<file path="config.mk">
export PLATFORM = sky130hd
export DESIGN_NAME = ierr_inject_top
export DESIGN_NICKNAME = d
export VERILOG_FILES = /design/src/ierr_pkg.sv /design/src/ierr_status_bank.sv /design/src/ierr_inject_top.sv
export SDC_FILE = /design/constraint.sdc
export NUM_CORES = 1
export LEC_CHECK = 0
export ABC_AREA = 1
export BUFFER_PORTS_ARGS = -buffer_cell sky130_fd_sc_hd__buf_2
export CAP_MARGIN = 5
export CORE_UTILIZATION = 28
export DETAILED_ROUTE_END_ITERATION = 8
export HOLD_SLACK_MARGIN = 0.08
export PLACE_DENSITY = 0.5
export SYNTH_ARGS = -nofsm -noshare
export SYNTH_HDL_FRONTEND = slang
export SYNTH_HIERARCHICAL = 1
export SYNTH_SLANG_ARGS = --single-unit
</file>
<file path="constraint.sdc">
create_clock -name sys_clk -period 2.6 [get_ports sys_clk]
set_input_delay 0.52 -clock sys_clk [delete_from_list [all_inputs] [get_ports sys_clk]]
set_output_delay 0.52 -clock sys_clk [all_outputs]
set_load 0.05 [all_outputs]
</file>
<file path="src/ierr_pkg.sv">
// Constants for the internal error injection test block.
// Assumes a single 250 MHz register clock and an AXI4-Lite master.
//
// Behaviour
// - Writing a one to a defined test bit sets the same status bit.
// - Every defined test bit reads back as zero.
// - Bits 0-2 inject ingress posted, non-posted, completion time-outs.
// - Bits 4, 5, 6 inject egress time-outs likewise; bit 3 is reserved.
// - Bits 7 to 10 inject ingress data and control single/double errors.
// - Bits 11 to 14 inject egress data and control single/double errors.
// - Bit 15 injects the end-to-end data path parity error.
// - Bit 16 injects the unreliable link detected condition.
// - Bits 17, 18 inject replay ctrl single/double; 31:19 reserved.
// - Unmasked status: severity 1 is uncorrectable, 0 is correctable.
package ierr_pkg;

  // ****************************************************************
  // Register offsets
  // ****************************************************************
  localparam logic [11:0] inject_test_off = 12'h490;
  localparam logic [11:0] err_status_off = 12'h494;
  localparam logic [11:0] err_mask_off = 12'h498;
  localparam logic [11:0] err_severity_off = 12'h49c;

  // ****************************************************************
  // Field layout and reset values
  // ****************************************************************
  localparam int err_bits = 19;
  localparam logic [31:0] defined_mask = 32'h0007_fff7;
  localparam logic [31:0] status_reset = 32'h0000_0000;
  localparam logic [31:0] mask_reset = 32'h0000_0000;
  localparam logic [31:0] severity_reset = 32'h0004_d500;

  localparam int ingress_posted_timeout = 0;
  localparam int ingress_nonposted_timeout = 1;
  localparam int ingress_completion_timeout = 2;
  localparam int egress_posted_timeout = 4;
  localparam int egress_nonposted_timeout = 5;
  localparam int egress_completion_timeout = 6;
  localparam int ingress_data_single_err = 7;
  localparam int ingress_data_double_err = 8;
  localparam int ingress_ctrl_single_err = 9;
  localparam int ingress_ctrl_double_err = 10;
  localparam int egress_data_single_err = 11;
  localparam int egress_data_double_err = 12;
  localparam int egress_ctrl_single_err = 13;
  localparam int egress_ctrl_double_err = 14;
  localparam int end_to_end_parity_err = 15;
  localparam int unreliable_link_flag = 16;
  localparam int replay_ctrl_single_err = 17;
  localparam int replay_ctrl_double_err = 18;

  localparam logic [1:0] resp_okay = 2'h0;
  localparam logic [1:0] resp_slverr = 2'h2;

endpackage : ierr_pkg

</file>
<file path="src/ierr_status_bank.sv">
// Sticky internal error status with injection, mask and severity split.
// Assumes detect and inject inputs are on sys_clk.
`timescale 1ns/1ps
module ierr_status_bank
  import ierr_pkg::*;
(
  // Clock and reset
  input wire logic sys_clk,
  input wire logic rst_b,
  // Sources
  input wire logic [31:0] detect,
  input wire logic [31:0] inject,
  input wire logic [31:0] clear,
  // Controls
  input wire logic [31:0] mask,
  input wire logic [31:0] severity,
  // Results
  output logic [31:0] status_q,
  output logic uncorr_d,
  output logic corr_d
);

  logic [31:0] set_w;
  logic [31:0] live_w;
  logic [31:0] status_d;

  // Injection merges with real detection, so both paths look identical
  assign set_w = (detect | inject) & defined_mask;
  // Set wins over a clear in the same cycle
  assign status_d = (status_q & ~clear) | set_w;
  assign live_w = status_q & ~mask;
  assign uncorr_d = |(live_w & severity);
  assign corr_d = |(live_w & ~severity);

  always_ff @(posedge sys_clk or negedge rst_b) begin
    if (!rst_b) begin
      status_q <= status_reset;
    end else begin
      status_q <= status_d;
    end
  end

endmodule : ierr_status_bank

</file>
<file path="src/ierr_inject_top.sv">
// AXI4-Lite slave holding the error injection test, status, mask and
// severity registers. Assumes one write and one read in flight at most.
`timescale 1ns/1ps
module ierr_inject_top
  import ierr_pkg::*;
(
  // Clock and reset
  input wire logic sys_clk,
  input wire logic rst_b,
  // AXI4-Lite write address
  input wire logic [11:0] s_axi_awaddr,
  input wire logic s_axi_awvalid,
  output logic s_axi_awready,
  // AXI4-Lite write data
  input wire logic [31:0] s_axi_wdata,
  input wire logic [3:0] s_axi_wstrb,
  input wire logic s_axi_wvalid,
  output logic s_axi_wready,
  // AXI4-Lite write response
  output logic [1:0] s_axi_bresp,
  output logic s_axi_bvalid,
  input wire logic s_axi_bready,
  // AXI4-Lite read address
  input wire logic [11:0] s_axi_araddr,
  input wire logic s_axi_arvalid,
  output logic s_axi_arready,
  // AXI4-Lite read data
  output logic [31:0] s_axi_rdata,
  output logic [1:0] s_axi_rresp,
  output logic s_axi_rvalid,
  input wire logic s_axi_rready,
  // Real error detectors
  input wire logic [31:0] err_detect,
  // Reporting
  output logic uncorr_err_q,
  output logic corr_err_q,
  output logic irq_q
);

  function automatic logic [31:0] strb_mask(input logic [3:0] s);
    strb_mask = {{8{s[3]}}, {8{s[2]}}, {8{s[1]}}, {8{s[0]}}};
  endfunction : strb_mask

  // ****************************************************************
  // Write channel capture
  // ****************************************************************
  logic aw_have_q;
  logic [11:0] aw_addr_q;
  logic w_have_q;
  logic [31:0] w_data_q;
  logic [3:0] w_strb_q;
  logic aw_take_w;
  logic w_take_w;
  logic wr_fire_w;

  assign aw_take_w = s_axi_awvalid & s_axi_awready;
  assign w_take_w = s_axi_wvalid & s_axi_wready;
  assign wr_fire_w = aw_have_q & w_have_q & ~s_axi_bvalid;

  always_ff @(posedge sys_clk or negedge rst_b) begin
    if (!rst_b) begin
      aw_have_q <= 1'b0;
      aw_addr_q <= 12'h000;
      s_axi_awready <= 1'b0;
    end else begin
      s_axi_awready <= ~aw_have_q & ~aw_take_w & ~s_axi_bvalid;
      if (aw_take_w) begin
        aw_have_q <= 1'b1;
        aw_addr_q <= s_axi_awaddr;
      end else if (wr_fire_w) begin
        aw_have_q <= 1'b0;
      end
    end
  end

  always_ff @(posedge sys_clk or negedge rst_b) begin
    if (!rst_b) begin
      w_have_q <= 1'b0;
      w_data_q <= 32'h0000_0000;
      w_strb_q <= 4'h0;
      s_axi_wready <= 1'b0;
    end else begin
      s_axi_wready <= ~w_have_q & ~w_take_w & ~s_axi_bvalid;
      if (w_take_w) begin
        w_have_q <= 1'b1;
        w_data_q <= s_axi_wdata;
        w_strb_q <= s_axi_wstrb;
      end else if (wr_fire_w) begin
        w_have_q <= 1'b0;
      end
    end
  end

  // ****************************************************************
  // Write decode
  // ****************************************************************
  logic [31:0] wbits_w;
  logic wr_test_w;
  logic wr_sts_w;
  logic wr_mask_w;
  logic wr_sev_w;
  logic wr_hit_w;
  logic [31:0] inject_w;
  logic [31:0] clear_w;
  logic [31:0] mask_q;
  logic [31:0] sev_q;
  logic [31:0] status_w;
  logic uncorr_w;
  logic corr_w;

  assign wbits_w = w_data_q & strb_mask(w_strb_q);
  assign wr_test_w = wr_fire_w & (aw_addr_q[11:2] == inject_test_off[11:2]);
  assign wr_sts_w = wr_fire_w & (aw_addr_q[11:2] == err_status_off[11:2]);
  assign wr_mask_w = wr_fire_w & (aw_addr_q[11:2] == err_mask_off[11:2]);
  assign wr_sev_w = wr_fire_w & (aw_addr_q[11:2] == err_severity_off[11:2]);
  assign wr_hit_w = wr_test_w | wr_sts_w | wr_mask_w | wr_sev_w;
  // Test register stores nothing: a one pulses a set, a zero does nothing
  assign inject_w = wr_test_w ? (wbits_w & defined_mask) : 32'h0000_0000;
  assign clear_w = wr_sts_w ? wbits_w : 32'h0000_0000;

  always_ff @(posedge sys_clk or negedge rst_b) begin
    if (!rst_b) begin
      mask_q <= mask_reset;
      sev_q <= severity_reset;
    end else begin
      if (wr_mask_w) begin
        mask_q <= (mask_q & ~strb_mask(w_strb_q)) | (wbits_w & defined_mask);
      end
      if (wr_sev_w) begin
        sev_q <= (sev_q & ~strb_mask(w_strb_q)) | (wbits_w & defined_mask);
      end
    end
  end

  ierr_status_bank u_bank (
    .sys_clk(sys_clk),
    .rst_b(rst_b),
    .detect(err_detect),
    .inject(inject_w),
    .clear(clear_w),
    .mask(mask_q),
    .severity(sev_q),
    .status_q(status_w),
    .uncorr_d(uncorr_w),
    .corr_d(corr_w)
  );

  // ****************************************************************
  // Write response and reporting outputs
  // ****************************************************************
  always_ff @(posedge sys_clk or negedge rst_b) begin
    if (!rst_b) begin
      s_axi_bvalid <= 1'b0;
      s_axi_bresp <= resp_okay;
      uncorr_err_q <= 1'b0;
      corr_err_q <= 1'b0;
      irq_q <= 1'b0;
    end else begin
      if (wr_fire_w) begin
        s_axi_bvalid <= 1'b1;
        s_axi_bresp <= wr_hit_w ? resp_okay : resp_slverr;
      end else if (s_axi_bready) begin
        s_axi_bvalid <= 1'b0;
      end
      uncorr_err_q <= uncorr_w;
      corr_err_q <= corr_w;
      irq_q <= uncorr_w | corr_w;
    end
  end

  // ****************************************************************
  // Read path
  // ****************************************************************
  logic ar_take_w;
  logic [9:0] rword_w;
  logic [31:0] rmux_w;
  logic rhit_w;

  assign ar_take_w = s_axi_arvalid & s_axi_arready;
  assign rword_w = s_axi_araddr[11:2];
  // Test register always reads zero, reserved bits included
  assign rmux_w =
    (rword_w == err_status_off[11:2]) ? status_w :
    (rword_w == err_mask_off[11:2]) ? mask_q :
    (rword_w == err_severity_off[11:2]) ? sev_q :
    32'h0000_0000;
  assign rhit_w = (rword_w == inject_test_off[11:2]) |
                  (rword_w == err_status_off[11:2]) |
                  (rword_w == err_mask_off[11:2]) |
                  (rword_w == err_severity_off[11:2]);

  always_ff @(posedge sys_clk or negedge rst_b) begin
    if (!rst_b) begin
      s_axi_arready <= 1'b0;
      s_axi_rvalid <= 1'b0;
      s_axi_rdata <= 32'h0000_0000;
      s_axi_rresp <= resp_okay;
    end else begin
      s_axi_arready <= ~s_axi_rvalid & ~ar_take_w;
      if (ar_take_w) begin
        s_axi_rvalid <= 1'b1;
        s_axi_rdata <= rmux_w;
        s_axi_rresp <= rhit_w ? resp_okay : resp_slverr;
      end else if (s_axi_rready) begin
        s_axi_rvalid <= 1'b0;
      end
    end
  end

endmodule : ierr_inject_top

</file>
Word level (Yosys, flattened, before mapping)

Index checks and enable logic that the tools add are counted.

Flip-flop bits (word level): 190
Input port bits: 99
Output and inout port bits: 44
Logic and storage cells: 90

Equality and inequality tests: 8
Multiplexer cells: 14
Bitwise operators: 43
Reductions and logical operators: 6

Operators by type and width:

| cell                | count |
|---|---|
| $and 32x32->32      | 7 |
| $mux 32             | 4 |
| $not 32->32         | 4 |
| $or 32x19->32       | 3 |
| $eq 10x9->1 const B | 8 |
| $reduce_or 32->1    | 2 |
| $mux 19             | 1 |
| $or 19x19->19       | 1 |
| $and 1x1->1         | 14 |
| $reduce_bool 2->1   | 4 |
| $mux 1              | 7 |
| $not 1->1           | 7 |
| $or 1x1->1          | 7 |
| $mux 2              | 2 |

Depth between registers and ports, before layout

Gate-level depths: netlist of run 1.

Depth after elaboration: 7
Depth in mapped cells: 10

Modules after synthesis

The synthesis of run 1 kept the hierarchy.

Modules (own cells, without submodules):

| module           | times used | cells each | area an instance (um2) | seq. area each (um2) |
|---|---|---|---|---|
| ierr_inject_top  | 1          | 872        | 7234.4                 | 3861.2 |
| ierr_status_bank | 1          | 279        | 1905.6                 | 800.8 |

Worst setup path before layout of run 1

OpenSTA, ideal clock, no wires.

Path type: reg-to-reg
From: register s_axi_bvalid
To: register u_bank.status_q[0]
Setup time: 83 ps
Arrival time: 1639 ps
Required time: 2517 ps
Setup slack: 879 ps
Cell stages (with the launch flop): 11
Buffers on the path: 1
Period minus slack after synthesis: 1721 ps
Cell sequence: dfrtp_1 -> inv_2 -> nand3_1 -> nor2_4 -> buf_6 -> nand3_4 -> inv_2 -> nand2_2 -> nor2_1 -> nor2_1 -> o21ai_0

Elaborated cells on any way between the ends: 10
Classes of those cells: 2 x mux; 8 x bitwise

RTL lines:

| what                   | line                   | text |
|---|---|---|
| start, declared        | ierr_inject_top.sv:21  | `output logic s_axi_bvalid,` |
| start signal, assigned | ierr_inject_top.sv:153 | `s_axi_bvalid <= 1'b0;` |
| start signal, assigned | ierr_inject_top.sv:160 | `s_axi_bvalid <= 1'b1;` |
| start signal, assigned | ierr_inject_top.sv:163 | `s_axi_bvalid <= 1'b0;` |
| $not 1->1              | ierr_inject_top.sv:58  | `assign wr_fire_w = aw_have_q & w_have_q & ~s_axi_bvalid;` |
| $and 1x1->1            | ierr_inject_top.sv:58  |  |
| $and 1x1->1            | ierr_inject_top.sv:112 | `assign wr_test_w = wr_fire_w & (aw_addr_q[11:2] == inject_test_off[11:2]);` |
| $mux 19                | ierr_inject_top.sv:118 | `assign inject_w = wr_test_w ? (wbits_w & defined_mask) : 32'h0000_0000;` |
| via inject_w[0]        | ierr_inject_top.sv:103 | `logic [31:0] inject_w;` |
| $or 19x19->19          | ierr_status_bank.sv:28 | `assign set_w = (detect \| inject) & defined_mask;` |
| $or 32x19->32          | ierr_status_bank.sv:30 | `assign status_d = (status_q & ~clear) \| set_w;` |
| via u_bank.status_d[0] | ierr_status_bank.sv:25 | `logic [31:0] status_d;` |
| end signal, assigned   | ierr_status_bank.sv:37 | `status_q <= status_reset;` |
| end signal, assigned   | ierr_status_bank.sv:39 | `status_q <= status_d;` |
| end, declared          | ierr_status_bank.sv:18 | `output logic [31:0] status_q,` |

The timed path passes the listed nets, and every way through them passes these cells.
A chain may end at the register's enable or synchronous reset.

Worst setup path after layout of run 1

From: register s_axi_bvalid
To: register u_bank.status_q[6]

Same word-level chain as after synthesis.

==> results of run 1 <==
## synth_stat cells (2+ instances only)
cell      count
inv_1       181
nand4_1     100
clkbuf_1     26
buf_2        17
dfrtp_1     180
nor2_2        3
mux2_2        7
nand2_1     200
nor2_4        2
o21ai_0      52
nor2_1      162
dfstp_2       6
a21oi_1      41
nand3_2       8
nand3_1      72
nand3b_1     22
clkinv_1      2
nand2_2       5
buf_1         6
inv_2         4
nor3_1       16
buf_4         2
or2_2        19
o21ai_1       8
## kinds of logic (layout without fill, tap and decap cells)
group                  Yosys count  after routing  synth area share [%]
AO/OA/AOI/OAI                  102            102                 5.599
buffers and inverters          240            361                 10.27
flip-flops                     186            186                 51.01
multiplexers                     7              7                0.8625
other                            1              2               0.04103
AND/OR/NAND/NOR                615            615                 32.22
## power by group through the flow
stage | logic [uW] | clock network [uW] | registers [uW]
floorplan | 845 | 0 | 3600
global placement | 1380 | 0 | 3520
detailed placement | 1410 | 0 | 3530
CTS | 1410 | 2830 | 3470
global route | 1550 | 2940 | 3520
finish | 1370 | 2750 | 3470
## worst paths after layout
path,start,end,slack [ns],cells past startpoint
setup / recovery,s_axi_bvalid,u_bank/status_q[6],0.75,10
hold / removal,s_axi_rready,s_axi_rvalid,0.24,2
setup reg to reg,s_axi_bvalid,u_bank/status_q[6],0.75,10
hold reg to reg,s_axi_rvalid,s_axi_arready,0.43,1
max in group asynchronous,rst_b,s_axi_rdata[14],1.27,3
min in group asynchronous,rst_b,u_bank/status_q[27],0.59,2
## layout make-up
type / instances / area, um2 / share of cell area (%)
well taps: 435 / 544.3 / 4.985
multi-input cells: 726 / 3558 / 32.59
inverters: 187 / 701.9 / 6.428
clock buffers: 17 / 425.4 / 3.896
flip-flops and latches: 186 / 4662 / 42.70
repair buffers: 142 / 832.0 / 7.620
clock inverters: 15 / 195.2 / 1.788
## stage by stage
stage,cells,worst slack (ns)
2_1_floorplan,1152,0.8787
3_3_place_gp,1675,0.7141
3_5_place_dp,1675,0.6558
4_1_cts,1708,0.7325
5_1_grt,1708,0.5969
6_report,1708,0.7480
## timing repair
item,4_1_cts,5_1_grt
setup buffers,0,0
hold endpoints to repair,39,0
hold buffers,1,0
gates resized for setup,0,0
## per-layer routing
layer | vias up | wire, um | share of wire [%] | GRT usage, %
li1 | 3925 | - | - | -
met1 | 3535 | 12460 | 50 | 21.94
met2 | 162 | 11190 | 45 | 24.41
met3 | 18 | 1154 | 4.6 | 3.512
met4 | 0 | 306 | 1.2 | 4.706
met5 | - | 0 | 0 | 0
==> results.md, run 1 <==
- Leakage: 0.005726 uW
- WL/cell: 14.70 um
- Outcome: finished clean
- Via-to-Cell Ratio: 4.473
- First-pass GRT wire length: 40.53 mm
- Peak VDD IR: 539.6 uV
- Nets: 1359
- Clock skew: 0.01595 ns
- Area Overhead vs Synth: 19.47%
- Main synth FF type: dfrtp_1
- Final min period: 1.852 ns
- Post-route clock period utilization: 71.23%
- Clock latency at the later pin of the worst-skew pair: 0.45 ns
- Gp weighted congestion: 0.7893
- DPL Wire Length: 18.16 mm
- Clock power share: 36.2%
- Core area: 0.03180 mm2
- Slowest library cell on the worst path: dfrtp_1
- Cell chain of the critical path: inv_2 > nand3_1 > nor2_4 > buf_4 > nand3_4 > inv_2 > nand2_2 > nor2_1 > nor2_1 > o21ai_0
- Synth top area cells: dfrtp_1, nand2_1, inv_1
- FILL cells: 3375
- Worst path max stage delay: 0.39 ns
- Final ANT Viol Nets: 0
- Maxcap violations: 0
- Cell variety after synth: 34
- Combinational fraction of design power: 18.1%
- Ys Warns: 6
- Slew Limit Fails: 0
- # rows: 65
- 1st-pass router iterations: 7
- H-tree Lvls: 4
- Ports: 143
- Worst Hold Class: in -> reg
- Critical path type: reg -> reg
- Switching share of power: 32.28%
- Most frequent cells in the layout: nand2_1, inv_1, dfrtp_1
- CTS tree: done
- Final hold violations: 0
- DRC Markers: 0
- CP delay by family, top: simple AND/OR/NAND/NOR gates
- Slew @ Worst Pin: 0.5685 ns
- Peak Freq: 540.0 MHz
- Vias in the first global route: 7359
- Worst-case clock buffer depth: 2
- Worst-path fanout max: 11
- Worst hold slack: 0.2389 ns
- Die area: 0.03337 mm2
- Initial antenna violation count: 1
- Endpoint class of the critical path: register
- Post-place instance area: 0.01029 mm2
- Async set-reset flop share out of synthesis: 100.0%
- Die Height: 182.7 um
- Initial Utilization: 28.74%
- Synthesized flop and latch total: 186
- Startpoint Class: register
- Syn Area/Cell: 7.941 um2
- CP arrival: 2.21 ns
- Total GRT Usage: 15.78%
- Antenna diode count: 0
- Fin util: 34.34%
- Sequential Power Share: 45.7%
- RSZ-0062 raised after global routing: false
- Switch Pwr: 2451 uW
- Mapped Area: 0.009140 mm2
- Slew headroom: 61.97%
- Post-synth EDFFs: 0
- DIE WIDTH: 182.7 um
- GRT Residual Overflow: 0
- Initial DRC Count: 450
- Final setup violation count: 0
- Most common cell after layout, fill and taps aside: nand2_1
- Internal power: 5142 uW
- DR vias: 7640
- Seq/Total Area, Yosys: 51.01%
- Design Area, Final: 0.01092 mm2
- TritonCTS Sinks: 186
- Synth area leader: dfrtp_1
- PwrDens: 695.4 mW/mm2
- Final Power: 7593 uW
- CP Data Required Time: 2.96 ns
- Drt total wl: 25.11 mm
- Crit path buf inv count: 3
- Worst-path clk slew: 0.08 ns
- Synth top area share: 49.28%
- Clock root cell: clkbuf_16
- Pin count of the biggest net entering global routing: 98
- IO buf count: 122
- Fin Setup TNS: 0 ns
- Gate count after technology mapping: 1151
- Share of post-route cells with drive strength above 1: 18.54%
- CTS buffer count: 17
(Power assumes the default switching activity.)
==> run 2: changes to the inputs <==
- clock period: 2.6 -> 1.9 ns (I/O delays scaled with it)
==> run 2 against run 1 <==
Sequential cell count stayed put. Worst setup slack worse by 0.60 ns. Global-route usage hardly changed. Total power is 39% higher. Non-clock buffer count is 2 higher. Sequential power is 37% higher.
==> results.md, run 2 (synthesis gave the netlist of run 1 again) <==
- Peak VDD IR: 888.8 uV (+65%)
- RR Startpoint: s_axi_bvalid
- Post-route clock period utilization: 92.00% (+21 points)
- FILL cells: 3372 (-0.089%)
- Via-to-Cell Ratio: 4.485 (+0.26%)
- Leakage: 0.005751 uW (+0.43%)
- Endpoint class of the critical path: register
- Peak Freq: 572.1 MHz (+5.9%)
- Switching share of power: 31.18% (-1.1 points)
- Clock skew: 0.01051 ns (-0.005434 ns)
- Sequential Power Share: 45.2% (-0.5 points)
- Multi-input gate area: 0.003566 mm2 (+0.21%)
- CTS buffer count: 17 (unchanged)
- Outcome: finished clean
- DR vias: 7673 (+0.43%)
- Clock root cell: clkbuf_16
- DRC Markers: 0 (unchanged)
- Switch Pwr: 3285 uW (+34%)
- H-tree Lvls: 4 (unchanged)
- DIE WIDTH: 182.7 um (unchanged)
- Worst-case clock buffer depth: 2 (unchanged)
- Startpoint Class: register
- Core area: 0.03180 mm2 (unchanged)
- Most frequent cells in the layout: nand2_1, inv_1, dfrtp_1
- Fin Setup TNS: 0 ns (unchanged)
- R2R setup slack: 0.15 ns (-0.60 ns)
- Worst-path fanout max: 9 (-2)
- Ports: 143 (unchanged)
- CP Data Required Time: 2.26 ns (-0.70 ns)
- Hold Startpoint: s_axi_rready
- Share of post-route cells with drive strength above 1: 18.67% (+0.13 points)
- Final ANT Viol Nets: 0 (unchanged)
- Clock latency at the later pin of the worst-skew pair: 0.45 ns (about the same)
- # rows: 65 (unchanged)
- Final setup violation count: 0 (unchanged)
- Slew @ Worst Pin: 0.5502 ns (-0.01829 ns)
- CTS tree: done
- Most common cell after layout, fill and taps aside: nand2_1
- Critical path type: reg -> reg
- Clock power share: 36.9% (+0.7 points)
- Internal power: 7250 uW (+41%)
- Hold path depth: 2 (unchanged)
- Maxcap violations: 0 (unchanged)
- Final Power: 10540 uW (+39%)
- Fin util: 34.74% (+0.40 points)
- Initial antenna violation count: 0 (-1)
- Slew headroom: 63.23% (+1.3 points)
- DPL Wire Length: 17.92 mm (-1.3%)
- Design Area, Final: 0.01105 mm2 (+1.2%)
- Register area: 0.004662 mm2 (unchanged)
- Hold Path End: s_axi_rvalid
- Worst-path clk slew: 0.07 ns (about the same)
- Setup Buffers After CTS: 0 (unchanged)
- Final min period: 1.748 ns (-0.1039 ns)
- CP arrival: 2.10 ns (-0.11 ns)
- Gp weighted congestion: 0.8003 (+1.4%)
- Worst Hold Class: in -> reg
- Total GRT Usage: 15.74% (-0.046 points)
- IO buf count: 122 (unchanged)
- Final hold violations: 0 (unchanged)
- Slew Limit Fails: 0 (unchanged)
- First-pass GRT wire length: 40.48 mm (-0.14%)
- Nets: 1361 (+0.15%)
- WL/cell: 14.68 um (-0.12%)
- Combinational fraction of design power: 18.0% (about the same)
- Area Overhead vs Synth: 20.85%
- Die Height: 182.7 um (unchanged)
- RSZ-0062 raised after global routing: false
- TritonCTS Sinks: 186 (unchanged)
- PwrDens: 953.8 mW/mm2 (+37%)
- Initial DRC Count: 534 (+19%)
- Vias in the first global route: 7326 (-0.45%)
- Pin count of the biggest net entering global routing: 66 (-33%)
- Drt total wl: 25.13 mm (about the same)
- R2R cell count: 6 (-4)
- Post-place instance area: 0.01039 mm2 (+1.0%)
- 1st-pass router iterations: 4 (-3)
- Initial Utilization: 28.74% (unchanged)
- GRT Residual Overflow: 0 (unchanged)
- Die area: 0.03337 mm2 (unchanged)
==> run 2: power by group through the flow <==
stage	Sequential, uW	Clock, uW	Combinational (uW)
after floorplan	4930	0	1160
after global placement	4820	0	1910
after detailed placement	4830	0	1930
after CTS	4760	4010	1940
after global routing	4830	4150	2160
final	4760	3880	1890
==> run 2: how the worst max path moves through the flow <==
stage	cells after the start	slack, ns	to	start
floorplan	10	0.18	u_bank/status_q[0]	s_axi_bvalid
global placement	7	0.20	register	s_axi_bvalid
detailed placement	7	0.17	register	s_axi_bvalid
CTS	7	0.15	register	s_axi_bvalid
global route	6	0.02	register	s_axi_bvalid
finish	6	0.15	register	s_axi_bvalid
==> run 2: per-stage QoR <==
| step | std cells | hold slack, ns | setup slack, ns |
|---|---|---|---|
| after floorplan | 1152 | 0.08441 | 0.1787 |
| after global placement | 1677 | 0.2231 | 0.2028 |
| after detailed placement | 1677 | 0.2238 | 0.1715 |
| after CTS | 1710 | 0.08544 | 0.1493 |
| after global routing | 1710 | 0.09534 | 0.01669 |
| final | 1711 | 0.1079 | 0.1519 |
==> run 2: repair_timing <==
| action | 4_1_cts | 5_1_grt |
|---|---|---|
| endpoints found under the hold margin | 103 | 0 |
| hold buffers | 1 | 0 |
| gates resized for setup | 0 | 1 |
| endpoints found under the setup margin | 0 | 1 |
==> run 2: worst max-delay path, stage by stage (launching register included) <==
cell	delay [ns]
dfrtp_1	0.39
inv_2	0.08
nand3_1	0.16
nor2_4	0.30
buf_4	0.22
nand4_1	0.26
o21ai_0	0.25
==> run 2: final cells by class <==
type | count | share of cell area [%]
inverter | 187 | 6.355
sequential | 186 | 42.21
antenna | 1 | 0.02266
multi-input combinational | 726 | 32.28
tap | 435 | 4.928
clock buffer | 17 | 3.851
timing repair buffer | 144 | 8.462
clock inverter | 15 | 1.892
==> run 2: metal layers <==
metal / vias to the layer above / track usage, % / part of all wire [%]
met5: - / 0 / 0
met4: 0 / 6.084 / 2.2
met3: 28 / 3.093 / 4.5
met2: 155 / 23.36 / 44
met1: 3576 / 22.41 / 49
li1: 3914 / - / -
